--- config.mk ---
export PLATFORM = sky130hd
export DESIGN_NAME = vcf_cmd_top
export DESIGN_NICKNAME = d
export VERILOG_FILES = /design/src/pkg/vcf_pkg.sv /design/src/hw/vcf_cmd_top.sv
export SDC_FILE = /design/constraint.sdc
export NUM_CORES = 1
export LEC_CHECK = 0
export BUFFER_PORTS_ARGS = -buffer_cell sky130_fd_sc_hd__buf_2
export CAP_MARGIN = 5
export CORE_AREA = 2 2 209 211
export DETAILED_ROUTE_END_ITERATION = 12
export DIE_AREA = 0 0 211 213
export HOLD_SLACK_MARGIN = 0.1
export PLACE_DENSITY_LB_ADDON = 0.3
export SLEW_MARGIN = 30
export SYNTH_ARGS = -nofsm -noshare
export SYNTH_HDL_FRONTEND = slang
export SYNTH_HIERARCHICAL = 1
export SYNTH_SLANG_ARGS = --single-unit
--- constraint.sdc ---
create_clock -name mclk -period 5.2 [get_ports mclk]
set_input_delay 0.52 -clock mclk [delete_from_list [all_inputs] [get_ports mclk]]
set_output_delay 0.52 -clock mclk [all_outputs]
set_load 0.005 [all_outputs]
--- src/pkg/vcf_pkg.sv ---
`default_nettype none
package vcf_pkg;

   // ----------------------------------------------------------------
   // Sizes
   // ----------------------------------------------------------------
   localparam int SLOTS      = 4;
   localparam int SLOT_W     = 2;
   localparam int FIFO_DEPTH = 4;

   // ----------------------------------------------------------------
   // Command field codes
   // ----------------------------------------------------------------
   localparam logic [9:0] CODE_GET_VOICE   = 10'h025;
   localparam logic [9:0] CODE_SET_VOICE   = 10'h026;
   localparam logic [9:0] CODE_GET_DISCARD = 10'h027;

   // ----------------------------------------------------------------
   // Values after reset and encodings
   // ----------------------------------------------------------------
   localparam logic [9:0]  VOICE_RESET  = 10'h060;
   localparam logic [1:0]  CODING_RSVD  = 2'h3;
   localparam logic [11:0] HANDLE_MAX   = 12'hEFF;
   localparam logic [1:0]  PB_START     = 2'h2;
   localparam logic [10:0] DISCARD_OFF  = 11'h000;
   localparam logic [15:0] FAIL_RESET   = 16'h0000;

   // ----------------------------------------------------------------
   // Status codes
   // ----------------------------------------------------------------
   localparam logic [7:0] ST_OK          = 8'h00;
   localparam logic [7:0] ST_UNKNOWN_CMD = 8'h01;
   localparam logic [7:0] ST_NO_LINK     = 8'h02;
   localparam logic [7:0] ST_BAD_PARAM   = 8'h12;

   // ----------------------------------------------------------------
   // Timing
   // ----------------------------------------------------------------
   localparam int CLK_PERIOD_NS  = 50;
   localparam int TICK_PERIOD_NS = 625000;
   localparam int TICK_CYC       = (TICK_PERIOD_NS + CLK_PERIOD_NS - 1) / CLK_PERIOD_NS;

   // ----------------------------------------------------------------
   // Types
   // ----------------------------------------------------------------
   typedef enum logic [0:0] {CS_IDLE = 1'b0, CS_EXEC = 1'b1} vcf_state_e;

   // Field order gives bits 9:8, 7:6, 5, 4:2, 1:0
   typedef struct packed {
      logic [1:0] in_coding;
      logic [1:0] data_fmt;
      logic       sample16;
      logic [2:0] pcm_pos;
      logic [1:0] air_coding;
   } vcf_voice_s;

   typedef struct packed {
      logic [9:0]  code;
      logic [15:0] param;
   } vcf_cmd_s;

   typedef struct packed {
      logic [9:0]  code;
      logic [7:0]  status;
      logic [15:0] handle;
      logic [15:0] value;
   } vcf_rsp_s;

   typedef struct packed {
      logic        open;
      logic        acl;
      logic [11:0] handle;
      logic [10:0] timeout;
   } vcf_link_s;

   typedef struct packed {
      logic [SLOT_W-1:0] slot;
      logic [1:0]        pb;
      logic              last;
      logic [7:0]        data;
   } vcf_chunk_s;

endpackage
`default_nettype wire

--- src/hw/vcf_cmd_top.sv ---
`timescale 1ns/1ps
`default_nettype none
// Contract
// - Set-voice code 0x0026 carries one word
// - Get-voice code 0x0025 returns status, word
// - Only low ten voice bits matter
// - One voice setting for all connections
// - Bits 9:8 select input coding
// - Bits 7:6 select input data format
// - Bit 5 selects 8 or 16-bit samples
// - Bits 4:2 give linear MSB offset
// - Bits 1:0 select air coding
// - Voice word resets to 0001100000
// - Status zero success, nonzero error code
// - Completion raises unmasked Command Complete event
// - Get-discard code 0x0027 returns status, handle, timeout
// - Discard timer only on ACL links
// - Timer starts at first packet transmission
// - Expiry discards rest of current packet
// - Each expiry adds one failed contact
// - Buffered next packet may go immediately
// - Else drop data until start flag
// - Start chunk begins new transmission attempt
// - Handle low 12 bits, above 0x0EFF reserved
// - Timeout zero off, else N ticks 0.625ms
// - Reply handle equals requested handle

// ----------------------------------------------------------------
// Chunk FIFO
// ----------------------------------------------------------------
module vcf_fifo #(
   parameter int WIDTH = 8,
   parameter int DEPTH = 4
) (
   // Clock and reset
   input  wire logic             clk,
   input  wire logic             rst_n,
   // Fill side
   input  wire logic             in_valid,
   output logic                  in_ready,
   input  wire logic [WIDTH-1:0] in_data,
   // Drain side
   output logic                  out_valid,
   input  wire logic             out_ready,
   output logic      [WIDTH-1:0] out_data
);
   localparam int AW = (DEPTH > 1) ? $clog2(DEPTH) : 1;

   logic [WIDTH-1:0] mem_reg [DEPTH];
   logic [AW-1:0]    wr_ptr_reg;
   logic [AW-1:0]    rd_ptr_reg;
   logic [AW:0]      cnt_reg;
   logic [AW:0]      cnt_next;
   logic             in_ready_reg;
   logic             push;
   logic             pop;

   function automatic logic [AW-1:0] ptr_inc(input logic [AW-1:0] p);
      return (p == AW'(DEPTH - 1)) ? '0 : p + AW'(1);
   endfunction

   assign push      = in_valid && in_ready_reg;
   assign pop       = out_valid && out_ready;
   assign in_ready  = in_ready_reg;
   assign out_valid = (cnt_reg != '0);
   assign out_data  = mem_reg[rd_ptr_reg];

   always_comb begin
      cnt_next = cnt_reg;
      if (push && !pop) begin
         cnt_next = cnt_reg + (AW+1)'(1);
      end else if (pop && !push) begin
         cnt_next = cnt_reg - (AW+1)'(1);
      end
   end

   always_ff @(posedge clk or negedge rst_n) begin
      if (!rst_n) begin
         cnt_reg      <= '0;
         wr_ptr_reg   <= '0;
         rd_ptr_reg   <= '0;
         in_ready_reg <= 1'b1;
      end else begin
         cnt_reg      <= cnt_next;
         in_ready_reg <= (cnt_next != (AW+1)'(DEPTH));
         if (push) begin
            wr_ptr_reg <= ptr_inc(wr_ptr_reg);
         end
         if (pop) begin
            rd_ptr_reg <= ptr_inc(rd_ptr_reg);
         end
      end
   end

   always_ff @(posedge clk) begin
      if (push) begin
         mem_reg[wr_ptr_reg] <= in_data;
      end
   end
endmodule // vcf_fifo

// ----------------------------------------------------------------
// Command interpreter and auto-discard engine
// ----------------------------------------------------------------
module vcf_cmd_top #(
   parameter int TICK_CYCLES = vcf_pkg::TICK_CYC
) (
   // Clock and reset
   input  wire logic                 mclk,
   input  wire logic                 rst_n,
   // Command request
   input  wire logic                 cmd_valid,
   output logic                      cmd_ready,
   input  wire vcf_pkg::vcf_cmd_s    cmd,
   // Command Complete event
   input  wire logic                 evt_enable,
   output logic                      evt_valid,
   output vcf_pkg::vcf_rsp_s         evt,
   // Voice setting
   output vcf_pkg::vcf_voice_s       voice_cfg,
   // Link table
   input  wire logic                 link_we,
   input  wire logic [vcf_pkg::SLOT_W-1:0] link_slot,
   input  wire vcf_pkg::vcf_link_s   link_cfg,
   output logic [vcf_pkg::SLOTS-1:0][15:0] fail_cnt,
   output logic [vcf_pkg::SLOTS-1:0] link_discarding,
   // Host data
   input  wire logic                 dat_valid,
   output logic                      dat_ready,
   input  wire vcf_pkg::vcf_chunk_s  dat,
   // Baseband transmit
   output logic                      tx_valid,
   input  wire logic                 tx_ready,
   output vcf_pkg::vcf_chunk_s       tx_chunk
);
   localparam int N  = vcf_pkg::SLOTS;
   localparam int TW = $clog2(TICK_CYCLES + 1);

   vcf_pkg::vcf_state_e  state_reg;
   vcf_pkg::vcf_cmd_s    cmd_reg;
   logic                 cmd_ready_reg;
   vcf_pkg::vcf_rsp_s    rsp_next;
   vcf_pkg::vcf_rsp_s    evt_reg;
   logic                 evt_valid_reg;
   vcf_pkg::vcf_voice_s  voice_reg;
   vcf_pkg::vcf_voice_s  voice_in;
   logic                 voice_we;
   logic                 voice_written_reg;
   logic                 exec;
   logic [vcf_pkg::SLOT_W:0] hit;
   vcf_pkg::vcf_link_s   link_reg [N];
   logic [N-1:0][15:0]   fail_reg;
   logic [N-1:0]         discard_reg;
   logic [N-1:0]         run_reg;
   logic [10:0]          tcnt_reg [N];
   logic [N-1:0]         expire;
   logic [N-1:0]         start_tx;
   logic [N-1:0]         end_tx;
   logic [TW-1:0]        tick_cnt_reg;
   logic                 tick_reg;
   logic                 fifo_out_valid;
   logic                 fifo_out_ready;
   vcf_pkg::vcf_chunk_s  head;
   logic                 pop;
   logic                 drop;
   logic                 push_tx;
   logic                 tx_fire;
   logic                 tx_valid_reg;
   vcf_pkg::vcf_chunk_s  tx_reg;

   function automatic logic voice_reserved(input vcf_pkg::vcf_voice_s v);
      return (v.in_coding == vcf_pkg::CODING_RSVD) || (v.data_fmt == vcf_pkg::CODING_RSVD)
          || (v.air_coding == vcf_pkg::CODING_RSVD);
   endfunction

   // Lowest open slot whose handle matches; MSB is the hit flag
   function automatic logic [vcf_pkg::SLOT_W:0] find_link(input vcf_pkg::vcf_link_s tbl [N],
                                                          input logic [11:0] h);
      logic [vcf_pkg::SLOT_W:0] r;
      r = '0;
      for (int i = N - 1; i >= 0; i--) begin
         if (tbl[i].open && (tbl[i].handle == h)) begin
            r = {1'b1, vcf_pkg::SLOT_W'(i)};
         end
      end
      return r;
   endfunction

   // ----------------------------------------------------------------
   // Command sequencing
   // ----------------------------------------------------------------
   assign exec      = (state_reg == vcf_pkg::CS_EXEC);
   assign cmd_ready = cmd_ready_reg;

   always_ff @(posedge mclk or negedge rst_n) begin
      if (!rst_n) begin
         state_reg     <= vcf_pkg::CS_IDLE;
         cmd_ready_reg <= 1'b1;
         cmd_reg       <= '0;
      end else begin
         case (state_reg)
            vcf_pkg::CS_IDLE: begin
               if (cmd_valid && cmd_ready_reg) begin
                  state_reg     <= vcf_pkg::CS_EXEC;
                  cmd_ready_reg <= 1'b0;
                  cmd_reg       <= cmd;
               end
            end
            default: begin
               state_reg     <= vcf_pkg::CS_IDLE;
               cmd_ready_reg <= 1'b1;
            end
         endcase
      end
   end

   // ----------------------------------------------------------------
   // Command execution
   // ----------------------------------------------------------------
   assign voice_in = vcf_pkg::vcf_voice_s'(cmd_reg.param[9:0]);
   assign hit      = find_link(link_reg, cmd_reg.param[11:0]);

   always_comb begin
      rsp_next        = '0;
      rsp_next.code   = cmd_reg.code;
      rsp_next.status = vcf_pkg::ST_OK;
      voice_we        = 1'b0;
      case (cmd_reg.code)
         vcf_pkg::CODE_GET_VOICE: begin
            rsp_next.value = {6'h00, voice_reg};
         end
         vcf_pkg::CODE_SET_VOICE: begin
            if (voice_reserved(voice_in)) begin
               rsp_next.status = vcf_pkg::ST_BAD_PARAM;
            end else begin
               voice_we = 1'b1;
            end
         end
         vcf_pkg::CODE_GET_DISCARD: begin
            rsp_next.handle = cmd_reg.param;
            if (cmd_reg.param[11:0] > vcf_pkg::HANDLE_MAX) begin
               rsp_next.status = vcf_pkg::ST_BAD_PARAM;
            end else if (!hit[vcf_pkg::SLOT_W]) begin
               rsp_next.status = vcf_pkg::ST_NO_LINK;
            end else begin
               rsp_next.value = {5'h00, link_reg[hit[vcf_pkg::SLOT_W-1:0]].timeout};
            end
         end
         default: begin
            rsp_next.status = vcf_pkg::ST_UNKNOWN_CMD;
         end
      endcase
   end

   always_ff @(posedge mclk or negedge rst_n) begin
      if (!rst_n) begin
         evt_valid_reg <= 1'b0;
         evt_reg       <= '0;
      end else begin
         evt_valid_reg <= exec && evt_enable;
         if (exec) begin
            evt_reg <= rsp_next;
         end
      end
   end

   assign evt_valid = evt_valid_reg;
   assign evt       = evt_reg;

   // ----------------------------------------------------------------
   // Voice setting, shared by every voice connection
   // ----------------------------------------------------------------
   always_ff @(posedge mclk or negedge rst_n) begin
      if (!rst_n) begin
         voice_reg         <= vcf_pkg::vcf_voice_s'(vcf_pkg::VOICE_RESET);
         voice_written_reg <= 1'b0;
      end else if (exec && voice_we) begin
         voice_reg         <= voice_in;
         voice_written_reg <= 1'b1;
      end
   end

   assign voice_cfg = voice_reg;

   // ----------------------------------------------------------------
   // Link table and failed contact counters
   // ----------------------------------------------------------------
   always_ff @(posedge mclk or negedge rst_n) begin
      if (!rst_n) begin
         for (int i = 0; i < N; i++) begin
            link_reg[i] <= '0;
         end
      end else if (link_we) begin
         link_reg[link_slot] <= link_cfg;
      end
   end

   always_ff @(posedge mclk or negedge rst_n) begin
      if (!rst_n) begin
         fail_reg <= '0;
      end else begin
         for (int i = 0; i < N; i++) begin
            if (link_we && (link_slot == vcf_pkg::SLOT_W'(i))) begin
               fail_reg[i] <= expire[i] ? 16'h0001 : vcf_pkg::FAIL_RESET;
            end else if (expire[i]) begin
               fail_reg[i] <= fail_reg[i] + 16'h0001;
            end
         end
      end
   end

   assign fail_cnt = fail_reg;

   // ----------------------------------------------------------------
   // Slot tick divider
   // ----------------------------------------------------------------
   always_ff @(posedge mclk or negedge rst_n) begin
      if (!rst_n) begin
         tick_cnt_reg <= '0;
         tick_reg     <= 1'b0;
      end else if (tick_cnt_reg == TW'(TICK_CYCLES - 1)) begin
         tick_cnt_reg <= '0;
         tick_reg     <= 1'b1;
      end else begin
         tick_cnt_reg <= tick_cnt_reg + TW'(1);
         tick_reg     <= 1'b0;
      end
   end

   // ----------------------------------------------------------------
   // Discard timers
   // ----------------------------------------------------------------
   assign tx_fire = tx_valid_reg && tx_ready;

   always_comb begin
      for (int i = 0; i < N; i++) begin
         start_tx[i] = tx_fire && (tx_reg.slot == vcf_pkg::SLOT_W'(i))
                    && (tx_reg.pb == vcf_pkg::PB_START) && link_reg[i].open
                    && link_reg[i].acl && (link_reg[i].timeout != vcf_pkg::DISCARD_OFF);
         end_tx[i]   = tx_fire && (tx_reg.slot == vcf_pkg::SLOT_W'(i)) && tx_reg.last;
         expire[i]   = run_reg[i] && tick_reg
                    && ((tcnt_reg[i] + 11'h001) == link_reg[i].timeout);
      end
   end

   always_ff @(posedge mclk or negedge rst_n) begin
      if (!rst_n) begin
         run_reg <= '0;
         for (int i = 0; i < N; i++) begin
            tcnt_reg[i] <= '0;
         end
      end else begin
         for (int i = 0; i < N; i++) begin
            if (link_we && (link_slot == vcf_pkg::SLOT_W'(i))) begin
               run_reg[i] <= 1'b0;
            end else if (start_tx[i]) begin
               run_reg[i]  <= !tx_reg.last;
               tcnt_reg[i] <= '0;
            end else if (expire[i] || end_tx[i]) begin
               run_reg[i] <= 1'b0;
            end else if (run_reg[i] && tick_reg) begin
               tcnt_reg[i] <= tcnt_reg[i] + 11'h001;
            end
         end
      end
   end

   // ----------------------------------------------------------------
   // Data path: FIFO, discard filter, transmit stage
   // ----------------------------------------------------------------
   vcf_fifo #(
      .WIDTH ($bits(vcf_pkg::vcf_chunk_s)),
      .DEPTH (vcf_pkg::FIFO_DEPTH)
   ) u_fifo (
      .clk       (mclk),
      .rst_n     (rst_n),
      .in_valid  (dat_valid),
      .in_ready  (dat_ready),
      .in_data   (dat),
      .out_valid (fifo_out_valid),
      .out_ready (fifo_out_ready),
      .out_data  (head)
   );

   assign fifo_out_ready = !tx_valid_reg || tx_fire;
   assign pop            = fifo_out_valid && fifo_out_ready;
   assign drop           = pop && (discard_reg[head.slot] || expire[head.slot])
                        && (head.pb != vcf_pkg::PB_START);
   assign push_tx        = pop && !drop;

   // A start chunk ends discarding; it wins over an expiry of its slot in the same cycle
   always_ff @(posedge mclk or negedge rst_n) begin
      if (!rst_n) begin
         discard_reg <= '0;
      end else begin
         for (int i = 0; i < N; i++) begin
            if (pop && (head.slot == vcf_pkg::SLOT_W'(i)) && (head.pb == vcf_pkg::PB_START)) begin
               discard_reg[i] <= 1'b0;
            end else if (expire[i]) begin
               discard_reg[i] <= 1'b1;
            end
         end
      end
   end

   assign link_discarding = discard_reg;

   always_ff @(posedge mclk or negedge rst_n) begin
      if (!rst_n) begin
         tx_valid_reg <= 1'b0;
         tx_reg       <= '0;
      end else if (push_tx) begin
         tx_valid_reg <= 1'b1;
         tx_reg       <= head;
      end else if (tx_fire) begin
         tx_valid_reg <= 1'b0;
      end else if (tx_valid_reg && expire[tx_reg.slot] && (tx_reg.pb != vcf_pkg::PB_START)) begin
         tx_valid_reg <= 1'b0;
      end
   end

   assign tx_valid = tx_valid_reg;
   assign tx_chunk = tx_reg;

   // ----------------------------------------------------------------
   // Assertions
   // ----------------------------------------------------------------
   property p_reset_default;
      @(posedge mclk) disable iff (!rst_n)
      !voice_written_reg |-> (voice_reg == vcf_pkg::vcf_voice_s'(vcf_pkg::VOICE_RESET));
   endproperty
   a_reset_default: assert property (p_reset_default) else $error("voice default lost");

   property p_bad_write;
      @(posedge mclk) disable iff (!rst_n)
      (exec && (cmd_reg.code == vcf_pkg::CODE_SET_VOICE) && voice_reserved(voice_in))
      |=> (evt_reg.status != vcf_pkg::ST_OK) && $stable(voice_reg);
   endproperty
   a_bad_write: assert property (p_bad_write) else $error("reserved voice write accepted");

   property p_good_write;
      @(posedge mclk) disable iff (!rst_n)
      (exec && (cmd_reg.code == vcf_pkg::CODE_SET_VOICE) && !voice_reserved(voice_in))
      |=> (voice_reg == $past(voice_in)) && (evt_reg.status == vcf_pkg::ST_OK);
   endproperty
   a_good_write: assert property (p_good_write) else $error("voice write not stored");

   property p_event;
      @(posedge mclk) disable iff (!rst_n)
      (cmd_valid && cmd_ready) |-> ##2 (evt_valid == $past(evt_enable));
   endproperty
   a_event: assert property (p_event) else $error("completion event wrong");

   property p_handle_echo;
      @(posedge mclk) disable iff (!rst_n)
      (cmd_valid && cmd_ready && (cmd.code == vcf_pkg::CODE_GET_DISCARD))
      |-> ##2 (evt_reg.handle == $past(cmd.param, 2));
   endproperty
   a_handle_echo: assert property (p_handle_echo) else $error("handle not echoed");

   property p_no_discarded_tx;
      @(posedge mclk) disable iff (!rst_n)
      (tx_valid_reg && (tx_reg.pb != vcf_pkg::PB_START)) |-> !discard_reg[tx_reg.slot];
   endproperty
   a_no_discarded_tx: assert property (p_no_discarded_tx) else $error("discarded chunk sent");

   property p_ready_cycle;
      @(posedge mclk) disable iff (!rst_n)
      (cmd_valid && cmd_ready) |=> !cmd_ready ##1 cmd_ready;
   endproperty
   a_ready_cycle: assert property (p_ready_cycle) else $error("command ready timing wrong");

   for (genvar g = 0; g < N; g++) begin : g_slot_chk
      property p_fail_inc;
         @(posedge mclk) disable iff (!rst_n)
         (expire[g] && !link_we) |=> (fail_reg[g] == $past(fail_reg[g]) + 16'h0001);
      endproperty
      a_fail_inc: assert property (p_fail_inc) else $error("failed contact not counted");

      property p_acl_only;
         @(posedge mclk) disable iff (!rst_n)
         run_reg[g] |-> (link_reg[g].acl && (link_reg[g].timeout != vcf_pkg::DISCARD_OFF));
      endproperty
      a_acl_only: assert property (p_acl_only) else $error("timer on non-ACL link");

      property p_timer_start;
         @(posedge mclk) disable iff (!rst_n)
         (start_tx[g] && !tx_reg.last && !link_we) |=> run_reg[g] && (tcnt_reg[g] == 11'h000);
      endproperty
      a_timer_start: assert property (p_timer_start) else $error("timer not started");

      property p_expire_flag;
         @(posedge mclk) disable iff (!rst_n)
         (expire[g] && !(pop && (head.slot == vcf_pkg::SLOT_W'(g)) && (head.pb == vcf_pkg::PB_START)))
         |=> discard_reg[g];
      endproperty
      a_expire_flag: assert property (p_expire_flag) else $error("discard not raised");
   end

   c_voice_write: cover property (@(posedge mclk) disable iff (!rst_n)
      exec && voice_we);
   c_expire: cover property (@(posedge mclk) disable iff (!rst_n)
      |expire);
   c_drop: cover property (@(posedge mclk) disable iff (!rst_n)
      drop);
   c_read_ok: cover property (@(posedge mclk) disable iff (!rst_n)
      exec && (cmd_reg.code == vcf_pkg::CODE_GET_DISCARD) && (rsp_next.status == vcf_pkg::ST_OK));
endmodule // vcf_cmd_top
`default_nettype wire

* After elaboration in Yosys (flattened, before gate mapping) *
Memory sizes are Yosys's and may differ from the RTL's.
Index checks and enable logic that the tools add are counted.

word-level totals
  memories = 1
  bits in writable memories = 52
  input bits = 73
  output and inout bits = 145
  register bits = 342
  bits in read-only memories = 0
  latch bits = 0
  word-level logic and storage cells = 310

memories
  name            words  bits a word  rd ports  clocked after memory_dff  write ports  RTL line           source
  u_fifo.mem_reg  4      13           1         0                         1            vcf_cmd_top.sv:49  logic [WIDTH-1:0] mem_reg [DEPTH];

cells by class
  reductions and logical operators = 106
  bitwise logic cells = 7
  $lt $le $gt $ge = 6
  multipliers = 0
  shifts and indexed selects = 0
  divide/modulo/power cells = 0
  add/sub/neg operators = 13
  muxes and demuxes = 85
  eq/ne operators = 35

operator list
  cell                                                   number
  two-way mux 11 bit                                     16
  two-way mux 16 bit                                     9
  bitwise mux 100 bit                                    1
  adder 16 x 1 -> 16 bit (second input constant)         4
  logical AND 1 bit                                      62
  binary-select mux 25 bit (select 2 bit)                1
  demux 25 bit (select 2 bit)                            1
  equality test 12 bit                                   4
  adder 11 x 1 -> 11 bit (second input constant)         4
  equality test 11 bit                                   4
  nonzero test 11 bit                                    4
  two-way mux 1 bit                                      39
  equality test 10 x 6 -> 1 bit (second input constant)  3
  equality test 2 bit (second input constant)            13
  nonzero test 2 bit                                     13
  two-way mux 25 bit                                     1
  case mux 8 bit (3 select lines)                        1
  case mux 11 bit (2 select lines)                       1
  two-way mux 3 bit                                      6
  nonzero test 3 bit                                     6
  adder 14 x 1 -> 14 bit (second input constant)         1
  equality test 14 bit (second input constant)           1
  two-way mux 14 bit                                     1
  > comparator 12 bit (second input constant)            1
  other kinds (20)                                       55

* Logic depth before layout (Yosys ltp) *
  word-level depth = 13
  depth in mapped cells = 11
  mapped depth without buffers = 9

* By module *
Netlist, hierarchy kept.

modules (own cells, without submodules)
  module       instances  sequential area each (µm²)  cells an instance  area an instance (µm²)
  vcf_cmd_top  1          8111.5                      1736               16525.8
  vcf_fifo     1          1762.9                      120                2426.1

* Worst setup path after synthesis *
Ideal clock, no wire load.

  path kind = register to register
  start = register tcnt_reg[0] (netlist bit)
  end = register tx_reg (netlist bit tx_chunk[12])
  path slack = 1.646 ns
  arrival = 3.429 ns
  data required time = 5.075 ns
  path buffers = 1
  clock period less this slack = 3.554 ns
  stages on the path, launching flop included = 11
  library setup time = 0.125 ns
  cells stage by stage = dfrtp_1 ha_1 nand3_2 or4_4 xnor2_1 or4_4 nor4_4 o32ai_1 a311o_1 buf_6 mux2_4

on the way
  longest elaborated chain between the ends = 10

RTL lines
  element                                  RTL line            source
  from (decl)                              vcf_cmd_top.sv:155  logic [10:0] tcnt_reg [N];
  from (signal, indexed assignment)        vcf_cmd_top.sv:362  tcnt_reg[i] <= tcnt_reg[i] + 11'h001;
  adder 11 x 1 -> 11 bit                   vcf_cmd_top.sv:342  && ((tcnt_reg[i] + 11'h001) == link_reg[i].timeout);
  equality test 11 bit                     vcf_cmd_top.sv:342
  logical AND 1 bit                        vcf_cmd_top.sv:342
  binary-select mux 1 bit (select 2 bit)   vcf_cmd_top.sv:387  assign drop = pop && (discard_reg[head.slot] || expire[head.slot])
  two-way mux 1 bit (implied by the code)  vcf_cmd_top.sv:387
  logical OR 1 bit                         vcf_cmd_top.sv:387
  logical AND 1 bit                        vcf_cmd_top.sv:387
  logical AND 1 bit                        vcf_cmd_top.sv:388  && (head.pb != vcf_pkg::PB_START);
  logical NOT 1 bit                        vcf_cmd_top.sv:389  assign push_tx = pop && !drop;
  logical AND 1 bit                        vcf_cmd_top.sv:389
  to (signal assigned)                     vcf_cmd_top.sv:411  tx_reg <= '0;
  to (signal assigned)                     vcf_cmd_top.sv:414  tx_reg <= head;
  to (decl)                                vcf_cmd_top.sv:169  vcf_pkg::vcf_chunk_s tx_reg;

Every way passes these cells. The select of a mux whose other input is x is not followed.
A chain may end at the register's enable or synchronous reset.

* Worst setup path in the final report *
  start = register tcnt_reg[0] (netlist bit)
  end = register fail_reg (netlist bit fail_cnt[55])

on the way
  longest elaborated chain between the ends = 4

RTL lines
  element                              RTL line            source
  adder 11 x 1 -> 11 bit               vcf_cmd_top.sv:342
  equality test 11 bit                 vcf_cmd_top.sv:342
  logical AND 1 bit                    vcf_cmd_top.sv:342
  nonzero test 2 bit (no source line)  -
  to (signal, indexed assignment)      vcf_cmd_top.sv:304  fail_reg[i] <= expire[i] ? 16'h0001 : vcf_pkg::FAIL_RESET;
  to (signal, indexed assignment)      vcf_cmd_top.sv:306  fail_reg[i] <= fail_reg[i] + 16'h0001;
  to (decl)                            vcf_cmd_top.sv:152  logic [N-1:0][15:0] fail_reg;

Every way passes these cells.

==> impl_metrics.csv <==
group,metric,value,unit
job,cap_viol_max_count,0,
timing,grt_setup_unrepaired,"false",
synth,syn_area,19000,um2
timing,period_minus_slack,3880,ps
clock_tree,ctsResizeCount,0,
synth,async_flop_share,0.865,
route,postRouteAntennaNets,0,
placed_design,finalWeightedCongestion,0.910,
timing,max_freq,258,MHz
route,wl,48000,um
grt,grt_pass1_vias,14100,
clock_tree,cts_setup_buffers,0,
outcome,status,"complete, no violations",
synth,ys_seq_elements,384,
pwr,ir_worst_vdd,0.302,mV
timing,fin_crit_sh,0.747,
synth,ys_types,84,
placed_design,place_inst,2520,
placed_design,dp_hpwl,33000,um
timing,setup_slack,1320,ps
setup_path,crit_path_end_kind,"flip-flop",
grt,grt_antenna_before_repair,4,
synth,yosysSeqAreaShare,0.521,
route,wl_per_cell,18.4,um
clock_tree,cts_num_sinks,384,
clock_tree,cts_buffers,44,
worst_hold_path,hold_path.class,"in -> reg",
clock_tree,cts_buffer_depth,3,
grt,grt_max_degree,103,
setup_path,cp.required,5710,ps
die,dieArea,44900,um2
grt,grt_use_total,0.216,
synth,synth_area_per_cell,10.2,um2
synth,synth_edf_count,52,
die,start_util,0.444,
cells_and_area,areaGrowthSynthToFinish,16.1,%
route,dr_total_vias,14400,
setup_path,path_max_fanout,16,
die,die_w,211,um
synth,synth_warnings,6,
cells_and_area,final_nets,2111,
cells_and_area,largest_register_ffs,100,
grt,grt-ovfl-total,0,
die,coreArea,42700,um2
cells_and_area,drive_gt1_frac,0.205,
setup_path,crit_type,"reg -> reg",
timing,tns,0,ps
setup_path,cp-start-kind,"flip-flop",
pwr,total_power,8.49,mW
synth,syn_inst,1856,
timing,hold_violations,0,
synth,synth_top_area_cell,"dfrtp_1",
route,drcViolationCount,0,
clock_tree,cts_tree,"done",
route,drtIter0Drc,1232,
grt,grt_pass1_wl,77400,um
clock_tree,hold_buffers,1,
die,io_pins,218,
pwr,leakagePower,10.4,nW
die,rows,76,
clock_tree,cts_root_buf,"clkbuf_16",
cells_and_area,final-instance-count-excl-fill,2605,
clock_tree,clock_latency,570,ps
synth,ys_top_cells_by_area,"dfrtp_1 43%, edfxtp_1 8.2%, nand2_1 8.0%",
route,vias_per_cell,5.54,
die,dieHeight,213,um
synth,yosysTopAreaCellShare,0.433,
clock_tree,clk_pin_slew,60,ps
timing,slew_violations,0,
placed_design,place_ws,1360,ps
setup_path,arrival,4390,ps
cells_and_area,fillCellCount,3784,
clock_tree,h-tree-depth,2,
timing,tightest_slew,949,ps
timing,setup_viol,0,
timing,skew,21.0,ps
synth,synth-main-ff-cell,"dfrtp_1",
placed_design,io_buffer_count,207,
route,drt-pass1-iter-count,5,
pwr,powerDensity,386,nW/um2
timing,slew_headroom,0.366,
## area by class of cell
cell class	instances	area, um2	area share
timing repair buffer	226	1240	0.0562
clock buffer	62	1270	0.0577
antenna	2	5.00	0.000228
multi-input combinational	1323	8480	0.385
sequential	384	9870	0.449
clock inverter	20	292	0.0133
inverter	42	158	0.00717
tap	546	683	0.0311
## kinds of logic after synthesis
family | share of synthesized area
AO/OA/AOI/OAI | 0.0705
other | 0.000198
XOR/XNOR | 0.0754
multiplexers | 0.0784
buffers and inverters | 0.0350
flip-flops | 0.521
adder cells (fa/ha/maj) | 0.0118
AND/OR/NAND/NOR | 0.208
## through the flow
| step | util | cell area (um2) | hold slack [ps] |
|---|---|---|---|
| final | 0.515 | 22000 | 143 |
| after detailed placement | 0.478 | 20400 | 462 |
| after CTS | 0.515 | 22000 | 110 |
| after global routing | 0.515 | 22000 | 131 |
| after global placement | 0.477 | 20400 | 457 |
| after floorplan | - | 19000 | 224 |
## per-layer routing
layer | up-vias | global-route usage | wire (um) | share of wire
li1 | 6760 | - | - | -
met1 | 7110 | 0.295 | 21100 | 0.44
met2 | 490 | 0.345 | 22300 | 0.46
met3 | 80 | 0.0485 | 3530 | 0.074
met4 | 4 | 0.0653 | 1070 | 0.022
met5 | - | 0 | 29 | 0.00060
## report_power, final
| group | internal [mW] | total [mW] | switching [mW] |
|---|---|---|---|
| clock | 2.02 | 3.29 | 1.27 |
| sequential | 3.38 | 3.73 | 0.355 |
| combinational | 0.746 | 1.46 | 0.717 |
## Yosys cell counts (6+ instances only)
cell type	instances
buf_4	13
o211ai_1	12
clkbuf_1	81
inv_1	41
nor3b_1	9
a21o_1	8
or4_1	8
a22o_1	6
nor4_1	23
nand3_1	47
dfrtp_1	328
ha_1	17
or3_1	12
mux4_2	13
and3_1	50
nand2_1	403
xnor2_1	70
mux2_2	65
and2_1	14
or2_2	6
mux2_4	10
a221o_1	8
mux2i_1	31
and4_1	11
nor2b_1	20
o21ai_0	59
nor3_1	18
nand2b_1	19
a21oi_1	33
a31oi_1	7
buf_1	10
edfxtp_1	52
nor2_1	97
nand4_1	52
buf_2	8
o22ai_1	7
xor2_1	85
## critical path, stage by stage, from the launching register on
cell	delay (ps)
dfrtp_1	460
ha_1	310
nand3_2	150
or4_4	560
xnor2_1	150
or4_4	550
nor4_4	310
buf_4	270
nand4_1	430
or4_1	550
nand2_1	80
## cells in the final DEF, fill, tap and decap left out, types with 10 or more instances in the layout
cell	netlist	routed
nand2_1	403	403
dfrtp_1	328	328
buf_2	8	206
nor2_1	97	95
xor2_1	85	85
xnor2_1	70	70
mux2_2	65	65
o21ai_0	59	59
nand4_1	52	52
edfxtp_1	52	52
and3_1	50	50
nand3_1	47	47
clkbuf_16	0	45
inv_1	41	41
a21oi_1	33	33
mux2i_1	31	31
nor4_1	23	23
nor2b_1	20	19
nand2b_1	19	19
nor3_1	18	17
ha_1	17	17
buf_4	13	15
and2_1	14	14
mux4_2	13	13
or3_1	12	12
o211ai_1	12	12
and4_1	11	11
mux2_4	10	10
conb_1	1	10
## path summary, 6_finish.rpt
check	from	end	slack (ps)	cells past startpoint
max	tcnt_reg[0]	fail_cnt[55]	1320	10
min	cmd[21]	cmd_reg[21]	140	3
max reg2reg	tcnt_reg[0]	fail_cnt[55]	1320	10
min reg2reg	cmd_reg[14]	cmd_reg[14]	480	2
min in group asynchronous	rst_n	link_reg[71]	570	2
max in group asynchronous	rst_n	link_reg[34]	3350	3
(Power assumes the default switching activity.)
